`config.mk`:
```
export PLATFORM = sky130hd
export DESIGN_NAME = sadc_ctrl
export DESIGN_NICKNAME = d
export VERILOG_FILES = /design/src/sadc_pkg.sv /design/src/sadc_sar_if.sv /design/src/sadc_sar.sv /design/src/sadc_ctrl.sv
export VERILOG_INCLUDE_DIRS = /design/src
export SDC_FILE = /design/constraint.sdc
export NUM_CORES = 1
export LEC_CHECK = 0
export BUFFER_PORTS_ARGS = -buffer_cell sky130_fd_sc_hd__buf_2
export CAP_MARGIN = 25
export CORE_UTILIZATION = 56
export CTS_CLUSTER_DIAMETER = 60
export DETAILED_ROUTE_END_ITERATION = 10
export GPL_TIMING_DRIVEN = 0
export PLACE_DENSITY = 0.8
export SYNTH_ARGS = -nofsm -noshare
export SYNTH_HDL_FRONTEND = slang
export SYNTH_HIERARCHICAL = 1
export SYNTH_SLANG_ARGS = --single-unit
```
`constraint.sdc`:
```
create_clock -name sys_clk_in -period 6.1 [get_ports sys_clk_in]
set_input_delay 0.305 -clock sys_clk_in [delete_from_list [all_inputs] [get_ports sys_clk_in]]
set_output_delay 0.305 -clock sys_clk_in [all_outputs]
set_load 0.02 [all_outputs]
```
`src/sadc_regs.svh`:
```
// Register offsets, field positions, reset values and timing counts of the converter control
`ifndef SADC_REGS_SVH
`define SADC_REGS_SVH

// Register offsets (byte addresses on the plain register port)
`define SADC_RESULT_OFS     8'h0A
`define SADC_CTRL_OFS       8'h0B

// Control/status field positions
`define SADC_DONE_BIT       7
`define SADC_ON_BIT         5
`define SADC_SEL_MSB        3
`define SADC_SEL_LSB        0

// Reset values
`define SADC_CTRL_RST       8'h00
`define SADC_RESULT_RST     8'h00

// Timing: converter clock is the system clock divided by four
`define SADC_CLK_DIV        4
`define SADC_CONV_PERIODS   12
`define SADC_STEP_PERIODS   8
`define SADC_LOAD_PERIODS   (`SADC_CONV_PERIODS - `SADC_STEP_PERIODS)

`endif

```
`src/sadc_pkg.sv`:
```
// Types shared by the converter control modules
package sadc_pkg;

   // Conversion sequencer states, one-hot
   typedef enum logic [2:0] {
      SADC_IDLE = 3'b001,
      SADC_LOAD = 3'b010,
      SADC_STEP = 3'b100
   } sadc_state_e;

   typedef logic [7:0] sadc_byte_t;
   typedef logic [3:0] sadc_sel_t;

endpackage

```
`src/sadc_sar_if.sv`:
```
// Interface between the sequencer and the approximation register
`timescale 1ns/1ps
`default_nettype none

interface sadc_sar_if;
   logic       start;     // Clear the trial word and begin at the top bit
   logic       step;      // Resolve one bit with the comparator answer
   logic       cmp;       // Comparator answer, synchronised
   logic [7:0] trial;     // Trial code to the comparison network
   logic [7:0] code;      // Resolved code
   logic       last;      // The bit being resolved is bit 0

   modport seq (output start, output step, output cmp, input trial, input code, input last);
   modport sar (input start, input step, input cmp, output trial, output code, output last);
endinterface

`default_nettype wire

```
`src/sadc_sar.sv`:
```
// Successive-approximation register: one bit resolved per step
`timescale 1ns/1ps
`default_nettype none

module sadc_sar (
   // Clock and reset
   input  wire logic sys_clk_in,
   input  wire logic nrst_in,
   // Sequencer side
   sadc_sar_if.sar   sar
);
   import sadc_pkg::*;

   sadc_byte_t trial_q;
   sadc_byte_t mask_q;

   // Trial bit walks from bit 7 down; kept on comparator answer
   always_ff @(posedge sys_clk_in or negedge nrst_in) begin
      if (!nrst_in) begin
         trial_q <= 8'h00;
         mask_q  <= 8'h00;
      end else if (sar.start) begin
         trial_q <= 8'h80;
         mask_q  <= 8'h80;
      end else if (sar.step && mask_q != 8'h00) begin
         // Input at or above trial keeps the bit, saturating at FFh with no overflow
         trial_q <= (sar.cmp ? trial_q : (trial_q & ~mask_q)) | (mask_q >> 1);
         mask_q  <= mask_q >> 1;
      end
   end

   assign sar.trial = trial_q;
   assign sar.code  = sar.cmp ? trial_q : (trial_q & ~mask_q);
   assign sar.last  = mask_q[0];

endmodule // sadc_sar

`default_nettype wire

```
`src/sadc_ctrl.sv`:
```
// 8-bit successive-approximation converter control with register port
//
// Summary of operation
// Sampled input becomes 8-bit code by approximation
// Sixteen inputs chosen by input select field
// Result register holds code; one control register
// Input at high reference gives FFh, no overflow
// Input at low reference gives 00h
// While on, load and convert phases alternate
// Eight steps with sample capacitor disconnected
// Twelve converter clocks, converter clock is sysclk/4
// Setting converter on starts continuous conversions
// Done flag set at every conversion end
// No interrupt; software polls done flag
// Result held until next conversion finishes
// Control write with converter on restarts conversion
// Clearing converter on stops conversions
// Wait mode does not affect the converter
// Analog use leaves pin readable as logic
// Result read or control write clears done
// Done flag is control bit 7
// Input select is control bits 3 to 0
// Four spare periods load selected channel
//
// Our own choices: the strobed register port and the register addresses.
`include "sadc_regs.svh"
`timescale 1ns/1ps
`default_nettype none

module sadc_ctrl (
   // Clock and reset
   input  wire logic             sys_clk_in,
   input  wire logic             nrst_in,
   // Register port
   input  wire logic [7:0]       reg_addr_in,
   input  wire logic [7:0]       reg_wdata_in,
   input  wire logic             reg_wr_in,
   input  wire logic             reg_rd_in,
   output logic      [7:0]       reg_rdata_out,
   // Analog front end
   input  wire logic             cmp_in,
   output logic      [7:0]       trial_out,
   output sadc_pkg::sadc_sel_t   mux_sel_out,
   output logic                  mux_connect_out,
   output logic                  sample_hold_out,
   output logic                  analog_enable_out
);
   import sadc_pkg::*;

   localparam int DIV_W = $clog2(`SADC_CLK_DIV);
   localparam logic [DIV_W-1:0] DIV_LAST = DIV_W'(`SADC_CLK_DIV - 1);
   localparam logic [3:0] LOAD_LAST = 4'(`SADC_LOAD_PERIODS - 1);

   sadc_sar_if sar_if ();

   sadc_state_e      state_q;
   logic [DIV_W-1:0] div_q;
   logic [3:0]       cnt_q;
   logic             on_q;
   sadc_sel_t        sel_q;
   logic             done_q;
   sadc_byte_t       result_q;
   logic             cmp_meta_q;
   logic             cmp_sync_q;
   logic             tick;
   logic             ctrl_wr;
   logic             result_rd;
   logic             restart;
   logic             finish;
   logic             load_end;

   sadc_sar u_sar (
      .sys_clk_in (sys_clk_in),
      .nrst_in    (nrst_in),
      .sar        (sar_if.sar)
   );

   // Decoded register accesses
   assign ctrl_wr   = reg_wr_in && reg_addr_in == `SADC_CTRL_OFS;
   assign result_rd = reg_rd_in && reg_addr_in == `SADC_RESULT_OFS;
   // Any control write with the on bit set aborts and restarts
   assign restart   = ctrl_wr && reg_wdata_in[`SADC_ON_BIT];

   // Comparator is asynchronous to us: two flops before use
   always_ff @(posedge sys_clk_in or negedge nrst_in) begin
      if (!nrst_in) begin
         cmp_meta_q <= 1'b0;
         cmp_sync_q <= 1'b0;
      end else begin
         cmp_meta_q <= cmp_in;
         cmp_sync_q <= cmp_meta_q;
      end
   end

   // Converter clock enable: one system clock in four
   always_ff @(posedge sys_clk_in or negedge nrst_in) begin
      if (!nrst_in) begin
         div_q <= '0;
      end else if (restart || !on_q) begin
         div_q <= '0;
      end else begin
         div_q <= div_q + DIV_W'(1);
      end
   end
   assign tick = div_q == DIV_LAST;

   assign load_end = state_q == SADC_LOAD && tick && cnt_q == LOAD_LAST;
   // Gated by the on bit: a switch-off write must not let a final step finish late
   assign finish   = state_q == SADC_STEP && tick && sar_if.last && on_q;

   // Sequencer: load four periods, then eight steps, repeat while on
   always_ff @(posedge sys_clk_in or negedge nrst_in) begin
      if (!nrst_in) begin
         state_q <= SADC_IDLE;
         cnt_q   <= 4'h0;
      end else if (restart) begin
         state_q <= SADC_LOAD;
         cnt_q   <= 4'h0;
      end else if (!on_q) begin
         state_q <= SADC_IDLE;
         cnt_q   <= 4'h0;
      end else begin
         unique case (state_q)
            SADC_IDLE: begin
               state_q <= SADC_LOAD;
               cnt_q   <= 4'h0;
            end
            SADC_LOAD: begin
               if (load_end) begin
                  state_q <= SADC_STEP;
                  cnt_q   <= 4'h0;
               end else if (tick) begin
                  cnt_q <= cnt_q + 4'h1;
               end
            end
            SADC_STEP: begin
               if (finish) begin
                  state_q <= SADC_LOAD;
                  cnt_q   <= 4'h0;
               end else if (tick) begin
                  cnt_q <= cnt_q + 4'h1;
               end
            end
            default: begin
               state_q <= SADC_IDLE;
               cnt_q   <= 4'h0;
            end
         endcase
      end
   end

   // Approximation register control
   assign sar_if.start = load_end;
   assign sar_if.step  = state_q == SADC_STEP && tick;
   assign sar_if.cmp   = cmp_sync_q;

   // Control bits; there is no wait-mode input, so wait cannot touch it
   always_ff @(posedge sys_clk_in or negedge nrst_in) begin
      if (!nrst_in) begin
         on_q  <= 1'b0;
         sel_q <= 4'h0;
      end else if (ctrl_wr) begin
         on_q  <= reg_wdata_in[`SADC_ON_BIT];
         sel_q <= reg_wdata_in[`SADC_SEL_MSB:`SADC_SEL_LSB];
      end
   end

   // Result only replaced at a finished conversion; code saturates by search
   always_ff @(posedge sys_clk_in or negedge nrst_in) begin
      if (!nrst_in) begin
         result_q <= `SADC_RESULT_RST;
      end else if (finish && !restart) begin
         result_q <= sar_if.code;
      end
   end

   // Done flag: set wins over a result-read clear; control write aborts first
   always_ff @(posedge sys_clk_in or negedge nrst_in) begin
      if (!nrst_in) begin
         done_q <= 1'b0;
      end else if (ctrl_wr) begin
         done_q <= 1'b0;
      end else if (finish) begin
         done_q <= 1'b1;
      end else if (result_rd) begin
         done_q <= 1'b0;
      end
   end

   // Read data one cycle after the strobe; unmapped reads give 00h
   always_ff @(posedge sys_clk_in or negedge nrst_in) begin
      if (!nrst_in) begin
         reg_rdata_out <= 8'h00;
      end else if (reg_rd_in && reg_addr_in == `SADC_CTRL_OFS) begin
         reg_rdata_out <= {done_q, 1'b0, on_q, 1'b0, sel_q};
      end else if (result_rd) begin
         reg_rdata_out <= result_q;
      end else begin
         reg_rdata_out <= 8'h00;
      end
   end

   // Front-end controls registered; mux connected only while loading.
   // Digital port reads are elsewhere and never gated here.
   always_ff @(posedge sys_clk_in or negedge nrst_in) begin
      if (!nrst_in) begin
         trial_out         <= 8'h00;
         mux_sel_out       <= 4'h0;
         mux_connect_out   <= 1'b0;
         sample_hold_out   <= 1'b0;
         analog_enable_out <= 1'b0;
      end else begin
         trial_out         <= sar_if.trial;
         mux_sel_out       <= sel_q;
         mux_connect_out   <= state_q == SADC_LOAD;
         sample_hold_out   <= state_q == SADC_STEP;
         analog_enable_out <= on_q;
      end
   end

endmodule // sadc_ctrl

`default_nettype wire

```
Word-level counts from Yosys, hierarchy flattened
Cells that the tools add are included.

word-level totals
  register bits = 64
  bits in latches = 0
  bits in writable memories = 0
  ROM bits = 0
  input port bits = 21
  output and inout bits = 23
  logic and storage cells = 71
  memories kept = 0

operators by class
  add/subtract/negate cells = 2
  $mul = 0
  div/mod/pow operators = 0
  $lt $le $gt $ge = 0
  eq/ne operators = 9
  shift operators = 0
  multiplexer cells = 22
  bitwise operators = 3
  reductions and logical operators = 18

operators by type and width
  kind                                                              count
  8-bit 2-to-1 mux                                                  7
  4-bit 2-to-1 mux                                                  5
  8-bit by 4-bit == test with 1-bit output (second input constant)  2
  3-bit 2-to-1 mux                                                  4
  1-bit logical AND                                                 11
  3-bit one-hot mux with 3 select lines                             1
  8-bit bitwise AND                                                 1
  4-bit inequality test (second input constant)                     2
  8-bit inverter                                                    1
  8-bit by 7-bit bitwise OR with 8-bit output                       1
  4-bit one-hot mux with 2 select lines                             1
  8-bit nonzero test                                                1
  4-bit by 1-bit adder with 4-bit output (second input constant)    1
  4-bit by 2-bit == test with 1-bit output (second input constant)  1
  3-bit by 1-bit == test with 1-bit output (second input constant)  1
  3-bit by 2-bit == test with 1-bit output (second input constant)  1
  3-bit == test (second input constant)                             1
  1-bit 2-to-1 mux                                                  3
  3-bit nonzero test                                                1
  2-bit by 1-bit adder with 2-bit output (second input constant)    1
  2-bit == test (second input constant)                             1
  1-bit logical NOT                                                 2
  2-bit 2-to-1 mux                                                  1
  2-bit AND reduction                                               1
  other kinds (2)                                                   2

Depth between registers and ports, before layout
Gate-level depths: netlist (run 1).

  depth in word-level cells = 8
  depth in mapped cells = 7
  gate-level depth less buffers = 5

Modules after synthesis
The synthesis (run 1) kept the hierarchy.

by module, submodules not included
  module     instances  cells an instance  area an instance (um^2)  seq. area each (um^2)
  sadc_ctrl  1          121                1,798.0                  1,202.4
  sadc_sar   1          70                 793.3                    400.4

Worst setup path after synthesis (run 1)
Ideal clock, no wire load.

  path type = register to register
  start = register div_q[0]
  end = register u_sar.trial_q[4], in the netlist u_sar/sar.trial[4]
  setup time = 0.135 ns
  arrival time = 1.923 ns
  required time = 5.965 ns
  slack = 4.042 ns
  cell stages (with the launch flop) = 8
  buffers on the path = 3
  clock period less this slack = 2.058 ns
  cell sequence = dfrtp_1 ha_1 clkbuf_1 nor4bb_1 and2_1 clkbuf_1 clkbuf_1 nor3_2

between the ends
  cells in the longest elaborated chain, start to end = 4
  elaborated cells between the ends (all ways) = 7
  those cells by class = eq/ne (1); mux (1); reduce/logical (5)

RTL lines
  item                                                    RTL line          RTL
  from (decl)                                             sadc_ctrl.sv:57   logic [DIV_W-1:0] div_q;
  from (signal assigned)                                  sadc_ctrl.sv:102  div_q <= div_q + DIV_W'(1);
  2-bit == test *                                         sadc_ctrl.sv:105  assign tick = div_q == DIV_LAST;
  1-bit logical AND * (2 in series)                       sadc_ctrl.sv:107  assign load_end = state_q == SADC_LOAD && tick && cnt_q == LOAD_LAST;
  named net load_end                                      sadc_ctrl.sv:70   logic load_end;
  8-bit 2-to-1 mux or 2-bit nonzero test (tied branches)  --
  to (signal assigned)                                    sadc_sar.sv:27    trial_q <= (sar.cmp ? trial_q : (trial_q & ~mask_q)) | (mask_q >> 1);
  to (decl)                                               sadc_sar.sv:14    sadc_byte_t trial_q;

The timed path passes the listed nets; every way through them passes the cells marked *.
A chain may end at the register's enable or synchronous reset.

Worst setup path in the final report (run 1)
  start = register div_q[0]
  end = register u_sar.mask_q[5]

between the ends
  cells in the longest elaborated chain, start to end = 4
  elaborated cells between the ends (all ways) = 7
  those cells by class = eq/ne (1); mux (1); reduce/logical (5)

RTL lines
  item                                                    RTL line          RTL
  2-bit == test *                                         sadc_ctrl.sv:105
  1-bit logical AND * (2 in series)                       sadc_ctrl.sv:107
  named net load_end                                      sadc_ctrl.sv:70
  8-bit 2-to-1 mux or 2-bit nonzero test (tied branches)  --
  to (signal assigned)                                    sadc_sar.sv:28    mask_q <= mask_q >> 1;
  to (decl)                                               sadc_sar.sv:15    sadc_byte_t mask_q;

Marked as above.

==> metrics.yaml, run 1 <==
critPathKind: "flip-flop to flip-flop"
cts_tree: "built"
tightest_slew_ns: 0.613
std_cell_rows: 24
clk_path_buf_depth: 2
status: "finished, final reports clean"
cts_resized: 0
synth_seq_area_share_pct: 61.9
r2r_end: "u_sar/mask_q[5]"
ff2ff_path_depth: 7
path_max_fanout: 10
setup_viol: 0
cts_setup_buffers: 0
n_antenna_cell: 0
areaGrowthSynthToFinish_pct: 19.4
drc_errors: 0
hold_depth: 1
place_congestion: 0.740
fin_skew_ns: 0.00736
finalHoldViolCount: 0
rsz0062_at_grt: "false"
cts_max_level: 3
fp.dieH_um: 70.0
worstPathRequired_ns: 6.30
cap_violations: 0
worstHoldEndpoint: "cmp_meta_q"
wirelength_um: 4370
layout-drive-gt1-share_pct: 36.1
ant_nets: 0
hold_path_class: "primary input to flip-flop"
dp_cells: 284
grt_start_max_net_pins: 39
viasPerCell: 5.24
ir_worst_vdd_v: 0.000151
clk_latency_ns: 0.33
io_buffers: 40
synth-seq-cells: 64
final_cell_mix: "63 x dfrtp_1, 41 x buf_2, 19 x nor2_1, 11 x clkbuf_8"
r2r-start: "div_q[0]"
cts_buffers: 9
synth.distinct_cells: 40
instances_no_fill: 301
clock-root-buffer: "clkbuf_8"
dp_hpwl_um: 2970
antenna_found_initial: 0
synth_warnings: 6
vias: 1577
wl_per_cell_um: 14.5
relSlewSlack_pct: 59.1
ios: 44
worst-r2r-setup-slack_ns: 3.56
cp.arrival_ns: 2.74
core_area_um2: 4410
endpoint_kind: "flip-flop"
mostFrequentLayoutCell: "dfrtp_1"
netlist_instances: 191
first_pass_iters: 4
drt_iter0_drc: 61
syn_area_um2: 2590
initial_core_util_pct: 58.7
hp-start: "cmp_in"
pwr_density_cell_nw_per_um2: 268
grt_first_pass_wirelength_um: 7320
track_usage_pct: 20.0
worst_setup_path_start_kind: "flip-flop"
leakagePower_uw: 0.00160
dieWidth_um: 70.0
overflow: 0
cts.clk_slew.worst_paths_ns: 0.07
fin_setup_tns_ns: 0
avgSynthCellArea_um2: 13.6
nets: 267
die_area_um2: 4900
period_share_pct: 41.7
finalMaxSlewViolations: 0
synthesis.nets: 214
hold_buffers: 1
cts_sinks: 64
fmax_mhz: 393
layout_min_cycle_time_ns: 2.54
first_global_vias: 1536
per-layer routing:
layer  vias up  GRT usage, %  routed length (um)
met1       754          26.2                2060
met2        39          30.4                2040
met4         0          9.33                  74
li1        776             -                   -
met3         8          6.20                 192
met5         -             0                   0
state kept, by name, summed over array words and instances (netlist names):
| register | cells |
|---|---|
| done_q | 1 |
| mux_sel_out | 4 |
| u_sar/mask_q | 8 |
| cmp_meta_q | 1 |
| result_q | 8 |
| cnt_q | 4 |
| state_q | 3 |
| analog_enable_out | 1 |
| cmp_sync_q | 1 |
| u_sar/sar.trial | 8 |
| mux_connect_out | 1 |
| sel_q | 4 |
| on_q | 1 |
| reg_rdata_out | 8 |
| div_q | 2 |
| trial_out | 8 |
| sample_hold_out | 1 |
through the flow:
step / total power, uW / utilization, % / worst slack, ns / cell area, um2 / hold slack [ns]
after detailed placement: 467 / 65.2 / 3.61 / 2880 / 0.343
after floorplan: 448 / - / 4.04 / 2590 / 0.00941
after global routing: 852 / 70.1 / 3.29 / 3090 / 0.0580
after global placement: 464 / 64.7 / 3.64 / 2860 / 0.332
after CTS: 836 / 70.1 / 3.56 / 3090 / 0.0554
final: 828 / 70.1 / 3.56 / 3090 / 0.0704
worst max-delay path, cell delays in order (launching register included):
cell and delay [ns]:
dfrtp_1 0.36, ha_1 0.15, clkbuf_1 0.30, nor4bb_1 0.46, and2_1 0.22, clkbuf_1 0.38
clkbuf_1 0.43, nor2_1 0.10
power breakdown:
| part | total (uW) | internal (uW) | switching (uW) | leakage (uW) |
|---|---|---|---|---|
| clock network | 369 | 209 | 160 | 0.000101 |
| logic | 26.3 | 9.85 | 16.5 | 0.000618 |
| registers | 432 | 429 | 2.86 | 0.000884 |
| total | 828 | 649 | 179 | 0.00160 |
synth_stat cells, drive strengths merged:
| master | n | area share [%] |
|---|---|---|
| a211o | 1 | 0.34 |
| a211oi | 1 | 0.29 |
| a21boi | 8 | 2.3 |
| a21o | 1 | 0.29 |
| a21oi | 1 | 0.19 |
| a22o | 6 | 2.0 |
| and2 | 6 | 1.4 |
| and3 | 1 | 0.24 |
| and4 | 1 | 0.43 |
| and4bb | 1 | 0.48 |
| buf | 1 | 0.19 |
| clkbuf | 4 | 0.58 |
| dfrtp | 63 | 61 |
| dfstp | 1 | 1.0 |
| ha | 2 | 0.97 |
| inv | 4 | 0.58 |
| mux2 | 12 | 6.4 |
| mux2i | 8 | 3.1 |
| nand2 | 6 | 1.5 |
| nand3 | 4 | 0.77 |
| nand4 | 2 | 1.1 |
| nor2 | 25 | 4.2 |
| nor3 | 16 | 4.6 |
| nor3b | 1 | 0.72 |
| nor4bb | 1 | 0.39 |
| o21a | 1 | 0.58 |
| o21ai | 4 | 1.2 |
| o2bb2ai | 1 | 0.34 |
| or3b | 1 | 0.34 |
| or4 | 2 | 0.87 |
| xnor2 | 3 | 1.0 |
| xor2 | 2 | 0.68 |
cell families after synthesis:
family / Yosys count / share of synthesized area, %
DFF: 64 / 61.9
muxes: 20 / 9.46
buffers and inverters: 9 / 1.35
and+or+nand+nor: 67 / 17.1
xor gates and xnor gates: 5 / 1.69
adders and majority gates: 2 / 0.966
AOI/OAI and AO/OA: 24 / 7.58
layout make-up:
type	count	area, um2
inverter	4	15.0
buffer	5	20.0
fill	309	1320
tap	52	65.1
timing repair buffer	42	230
multi-input combinational	118	953
sequential	64	1600
clock inverter	5	55.1
clock buffer	11	151
worst max-delay path by stage:
stage | endpoint | from | slack (ns)
floorplan | u_sar/sar.trial[4] | div_q[0] | 4.04
global placement | u_sar/sar.trial[4] | div_q[0] | 3.64
detailed placement | u_sar/mask_q[2] | div_q[0] | 3.61
CTS | u_sar/sar.trial[5] | div_q[0] | 3.56
global route | u_sar/mask_q[5] | div_q[0] | 3.29
finish | u_sar/mask_q[5] | div_q[0] | 3.56
Note: power is estimated with default switching activity, not from simulation.
==> inputs of run 2 (changes only) <==
--- a/config.mk
+++ b/config.mk
@@ -8,11 +8,11 @@
 export LEC_CHECK = 0
 export BUFFER_PORTS_ARGS = -buffer_cell sky130_fd_sc_hd__buf_2
 export CAP_MARGIN = 25
-export CORE_UTILIZATION = 56
+export CORE_UTILIZATION = 50
 export CTS_CLUSTER_DIAMETER = 60
 export DETAILED_ROUTE_END_ITERATION = 10
 export GPL_TIMING_DRIVEN = 0
-export PLACE_DENSITY = 0.8
+export PLACE_DENSITY = 0.75
 export SYNTH_ARGS = -nofsm -noshare
 export SYNTH_HDL_FRONTEND = slang
 export SYNTH_HIERARCHICAL = 1
==> constraint.sdc (replaced) <==
create_clock -name sys_clk_in -period 2.2 [get_ports sys_clk_in]
set_input_delay 0.11 -clock sys_clk_in [delete_from_list [all_inputs] [get_ports sys_clk_in]]
set_output_delay 0.11 -clock sys_clk_in [all_outputs]
set_load 0.02 [all_outputs]
==> run 2 against run 1 <==
  * Non-clock buffer count is 4 higher
  * Sequential share of layout area fell by 1.8 points
  * Combinational power grew to 3.0 times the previous value
  * Clock-buffer cell count unchanged
  * Design area is 3.6% higher
  * Final cell count up 6.3%
  * Critical endpoint is now u_sar/mask_q[2]
  * Largest power group is now the clock network
  * Highest routed layer unchanged
==> metrics.yaml, run 2 (same netlist as run 1, synthesis figures left out) <==
layout-drive-gt1-share_pct: 36.4  # +0.22 points
place_area_um2: 2900  # +0.65%
cts_tree: "built"
worst-r2r-setup-slack_ns: 0.19  # -3.37 ns
r2r-start: "div_q[0]"
hold_depth: 3  # +2
status: "finished, final reports clean"
cp.arrival_ns: 2.23  # -0.51 ns
die_area_um2: 5470  # +12%
std_cell_rows: 25  # +4.2%
fin_setup_tns_ns: 0  # unchanged
clk_path_buf_depth: 2  # unchanged
track_usage_pct: 18.5  # -1.5 points
cts_setup_buffers: 0  # unchanged
period_share_pct: 91.4  # +50 points
ir_worst_vdd_v: 0.000344  # +130%
wirelength_um: 4520  # +3.5%
leakagePower_uw: 0.00165  # +2.9%
cts.clk_slew.worst_paths_ns: 0.07  # about the same
overflow: 0  # unchanged
dp_cells: 299  # +5.3%
cts_sinks: 64  # unchanged
seqCellArea_um2: 1600  # unchanged
hp-start: "reg_addr_in[0]"
endpoint_kind: "flip-flop"
path_max_fanout: 10  # unchanged
hold_path_class: "primary input to flip-flop"
layout_min_cycle_time_ns: 2.01  # -0.534 ns
first_global_vias: 1591  # +3.6%
ios: 44  # unchanged
grt_start_max_net_pins: 41  # +5.1%
setup_viol: 0  # unchanged
ant_nets: 0  # unchanged
ff2ff_path_depth: 6  # -1
place_congestion: 0.710  # -4.1%
final_util_pct: 66.1  # -4.0 points
worst_setup_path_start_kind: "flip-flop"
grt_first_pass_wirelength_um: 7180  # -1.9%
drc_errors: 0  # unchanged
io_buffers: 40  # unchanged
first_pass_iters: 4  # unchanged
stdcell_area_um2: 3210  # +3.6%
antenna_found_initial: 0  # unchanged
nets: 271  # +1.5%
dp_hpwl_um: 3050  # +2.9%
pwr_density_cell_nw_per_um2: 778  # +190%
mostFrequentLayoutCell: "dfrtp_1"
wl_per_cell_um: 14.1  # -2.7%
final_cell_mix: "63 x dfrtp_1, 41 x buf_2, 19 x nor2_1, 10 x clkbuf_8"
multi_input_comb_area_um2: 961  # +0.79%
tightest_slew_ns: 0.574  # -0.0397 ns
vias: 1633  # +3.6%
fill_cells: 337  # +9.1%
areaGrowthSynthToFinish_pct: 23.7
r2r_end: "u_sar/mask_q[2]"
relSlewSlack_pct: 61.7  # +2.6 points
critPathKind: "flip-flop to flip-flop"
core_area_um2: 4850  # +9.8%
cts_buffers: 9  # unchanged
finalHoldViolCount: 0  # unchanged
cts_max_level: 3  # unchanged
drt_iter0_drc: 108  # +77%
cap_violations: 0  # unchanged
n_antenna_cell: 0  # unchanged
viasPerCell: 5.10  # -2.6%
fp.dieH_um: 74.0  # +5.7%
finalMaxSlewViolations: 0  # unchanged
initial_core_util_pct: 53.4  # -5.3 points
fmax_mhz: 498  # +27%
rsz0062_at_grt: "false"
fin_skew_ns: 0.00494  # -0.00242 ns
clk_latency_ns: 0.33  # about the same
worstPathRequired_ns: 2.42  # -3.88 ns
clock-root-buffer: "clkbuf_8"
instances_no_fill: 320  # +6.3%
dieWidth_um: 74.0  # +5.7%
worstHoldEndpoint: "done_q"
-- run 2: changes by cell type in the layout (fill, tap and decap cells not counted), sizes merged --
cell / before / now
dlygate4sd3: 1 / 6
bufinv: 1 / 3
clkinvlp: 2 / 0
clkbuf: 15 / 14
-- run 2: where the power goes --
group,switching (uW),internal [uW],total [uW]
registers,8.42,1190,1200
clock network,429,784,1210
logic,47.0,33.1,80.1
total,485,2010,2490
-- run 2: metal layers --
| metal | vias up | GRT usage [%] | wire length, um |
|---|---|---|---|
| li1 | 786 | - | - |
| met1 | 792 | 22.4 | 2140 |
| met4 | 0 | 11.5 | 87 |
| met3 | 8 | 5.69 | 181 |
| met2 | 47 | 28.9 | 2110 |
| met5 | - | 0 | 0 |
-- run 2: area by class of cell --
class,instances,share of cell area (%)
Sequential cell,64,50.0
Multi-Input combinational cell,118,30.0
Timing Repair Buffer,47,8.74
Tap cell,67,2.62
Clock buffer,11,4.41
Inverter,4,0.468
Buffer,4,0.546
Clock inverter,5,3.24
-- run 2: worst max path at each step --
stage | startpoint | end | slack (ns) | depth (start not counted)
after floorplan | div_q[0] | u_sar/sar.trial[4] | 0.14 | 7
after global placement | div_q[0] | u_sar/sar.trial[4] | -0.25 | 7
after detailed placement | div_q[0] | u_sar/mask_q[1] | -0.26 | 7
after CTS | div_q[0] | u_sar/mask_q[1] | 0.11 | 6
after global routing | div_q[0] | u_sar/mask_q[3] | 0.0008 | 6
final | div_q[0] | u_sar/mask_q[2] | 0.19 | 6
-- run 2: metrics by stage --
stage               total power, uW  hold WS [ns]  setup slack, ns
detailed placement             1290         0.132           -0.259
finish                         2490         0.102            0.190
global route                   2580         0.106         0.000776
CTS                            2520        0.0917            0.108
floorplan                      1240        -0.186            0.142
global placement               1290         0.218           -0.250
-- run 2: worst max-delay path, cell delays in order, from the launching register on --
cell and delay (ns):
dfrtp_1 0.36, ha_1 0.15, clkbuf_1 0.30, nor4bb_2 0.36, and2_2 0.35, clkbuf_2 0.28, nor2_1 0.08
-- run 2: what timing repair did --
action / 4_1_cts / 5_1_grt
endpoints found under the setup margin: 10 / 10
hold buffers: 6 / 0
endpoints found under the hold margin: 28 / 0
gates cloned: 0 / 0
resized for setup: 2 / 1
==> inputs of run 3 (changes only) <==
--- a/config.mk
+++ b/config.mk
@@ -7,12 +7,13 @@
 export NUM_CORES = 1
 export LEC_CHECK = 0
 export BUFFER_PORTS_ARGS = -buffer_cell sky130_fd_sc_hd__buf_2
-export CAP_MARGIN = 25
+export CAP_MARGIN = 20
 export CORE_UTILIZATION = 50
 export CTS_CLUSTER_DIAMETER = 60
 export DETAILED_ROUTE_END_ITERATION = 10
 export GPL_TIMING_DRIVEN = 0
 export PLACE_DENSITY = 0.75
+export REMOVE_ABC_BUFFERS = 1
 export SYNTH_ARGS = -nofsm -noshare
 export SYNTH_HDL_FRONTEND = slang
 export SYNTH_HIERARCHICAL = 1
==> constraint.sdc (replaced) <==
create_clock -name sys_clk_in -period 2.2 [get_ports sys_clk_in]
set_input_delay 0.33 -clock sys_clk_in [delete_from_list [all_inputs] [get_ports sys_clk_in]]
set_output_delay 0.33 -clock sys_clk_in [all_outputs]
set_load 0.02 [all_outputs]
==> run 3 against run 2 <==
  * Critical path depth shrank 1
  * Flip-flop and latch count did not move
  * Clock power fell by 17%
  * Critical path type unchanged
  * Critical endpoint is now u_sar/sar.trial[6]
==> metrics.yaml, run 3 (same netlist as run 1, synthesis figures left out) <==
p_int_uw: 1800  # -10%
cp.arrival_ns: 2.18  # -0.05 ns
wirelength_um: 4340  # -4.1%
fin_skew_ns: 0.00558  # +0.000639 ns
dieWidth_um: 74.0  # unchanged
fp.dieH_um: 74.0  # unchanged
place_congestion: 0.711  # about the same
hold_ws_ns: 0.0425  # -0.0594 ns
clk_path_buf_depth: 2  # unchanged
fill_cells: 364  # +8.0%
cap_violations: 0  # unchanged
rsz0062_at_grt: "false"
dp_cells: 294  # -1.7%
ios: 44  # unchanged
place_worst_setup_slack_ns: 0.161  # +0.420 ns
multi_input_comb_area_um2: 955  # -0.65%
grt_first_pass_wirelength_um: 6970  # -3.0%
die_area_um2: 5470  # unchanged
dp_hpwl_um: 2920  # -4.4%
cts_sinks: 64  # unchanged
track_usage_pct: 17.7  # -0.82 points
std_cell_rows: 25  # unchanged
drc_errors: 0  # unchanged
vias: 1581  # -3.2%
initial_core_util_pct: 53.4  # unchanged
grt_start_max_net_pins: 34  # -17%
setup_viol: 0  # unchanged
netSwitchingFraction_pct: 20.8  # +1.3 points
final_cell_mix: "63 x dfrtp_1, 40 x buf_2, 19 x nor2_1, 11 x clkbuf_8"
n_antenna_cell: 0  # unchanged
instances_no_fill: 310  # -3.1%
seqCellArea_um2: 1600  # unchanged
worst_setup_path_start_kind: "flip-flop"
comb_power_share_pct: 3.1  # about the same
relSlewSlack_pct: 52.9  # -8.9 points
cts_buffers: 9  # unchanged
final_util_pct: 63.4  # -2.7 points
clockPowerShare_pct: 44.1  # -4.6 points
viasPerCell: 5.10  # about the same
status: "finished, final reports clean"
finalWorstSetupSlack_ns: 0.225  # +0.0349 ns
hold_buffers: 0  # -6
antenna_found_initial: 0  # unchanged
first_global_vias: 1486  # -6.6%
core_area_um2: 4850  # unchanged
clock-root-buffer: "clkbuf_8"
seqPwrFrac_pct: 52.9  # +4.8 points
tightest_slew_ns: 0.707  # +0.133 ns
hold_path_class: "primary input to asynchronous set/reset pin"
cts_setup_buffers: 0  # unchanged
path_max_fanout: 10  # unchanged
clk_latency_ns: 0.34  # about the same
leakagePower_uw: 0.00159  # -3.5%
cts_resized: 0  # -2
cts_max_level: 3  # unchanged
io_buffers: 40  # unchanged
ir_worst_vdd_v: 0.000375  # +9.0%
period_share_pct: 89.8  # -1.6 points
ant_nets: 0  # unchanged
fmax_mhz: 506  # +1.8%
cts_tree: "built"
critPathKind: "flip-flop to flip-flop"
endpoint_kind: "flip-flop"
drt_iter0_drc: 73  # -32%
wl_per_cell_um: 14.0  # -1.0%
pwr_density_cell_nw_per_um2: 738  # -5.0%
mostFrequentLayoutCell: "dfrtp_1"
nets: 261  # -3.7%
first_pass_iters: 6  # +2
fin_setup_tns_ns: 0  # unchanged
finalHoldViolCount: 0  # unchanged
layout_min_cycle_time_ns: 1.98  # -0.0349 ns
ff2ff_path_depth: 5  # -1
worstPathRequired_ns: 2.40  # -0.02 ns
p_switching_uw: 472  # -2.6%
areaGrowthSynthToFinish_pct: 18.7
cts.clk_slew.worst_paths_ns: 0.07  # about the same
finalMaxSlewViolations: 0  # unchanged
overflow: 0  # unchanged
layout-drive-gt1-share_pct: 36.2  # -0.15 points
run 3: cell types whose count changed in the layout (fill, tap and decap cells not counted), sizes merged:
| cell | previous run | this run |
|---|---|---|
| bufinv | 3 | 1 |
| buf | 42 | 41 |
| dlygate4sd3 | 6 | 0 |
| clkbuf | 14 | 13 |
run 3: power by group through the flow:
stage	registers, uW	clock network, uW	logic, uW
3_3_place_gp	1220	0	66.6
3_5_place_dp	1220	0	72.0
6_report	1200	1000	69.6
2_1_floorplan	1230	0	15.7
4_1_cts	1200	1030	72.1
5_1_grt	1200	1060	79.2
run 3: final timing paths:
check	startpoint	to	slack [ns]
setup / recovery	state_q[1]	u_sar/sar.trial[6]	0.22
hold / removal	nrst_in	cmp_sync_q	0.04
setup reg to reg	state_q[1]	u_sar/sar.trial[6]	0.22
hold reg to reg	cmp_meta_q	cmp_sync_q	0.35
max in group asynchronous	nrst_in	u_sar/mask_q[6]	1.54
min in group sys_clk_in	cmp_in	cmp_meta_q	0.10
run 3: area by class of cell:
cell class,count,area share [%]
clock inverters,3,1.30
repair buffers,41,7.16
well taps,67,2.73
inverters,4,0.488
clock buffers,13,5.17
multi-input cells,118,31.0
flip-flops and latches,64,52.1
run 3: worst max-delay path: stages (launching register included):
cell,delay [ns]
dfrtp_1,0.43
nor3b_4,0.34
and2_1,0.56
o21ai_4,0.20
nor3_1,0.25
nor3_2,0.06
run 3: metrics by stage:
stage / total power (uW) / cell area, um2
2_1_floorplan: 1240 / 2570
3_3_place_gp: 1290 / 2860
3_5_place_dp: 1290 / 2880
4_1_cts: 2300 / 3070
5_1_grt: 2350 / 3080
6_report: 2270 / 3080
run 3: metal layers:
layer | GRT usage (%) | up-vias | share of wire (%)
li1 | - | 767 | -
met1 | 23.3 | 760 | 48
met2 | 26.2 | 45 | 45
met3 | 4.20 | 9 | 4.8
met4 | 11.5 | 0 | 1.8
met5 | 0 | - | 0
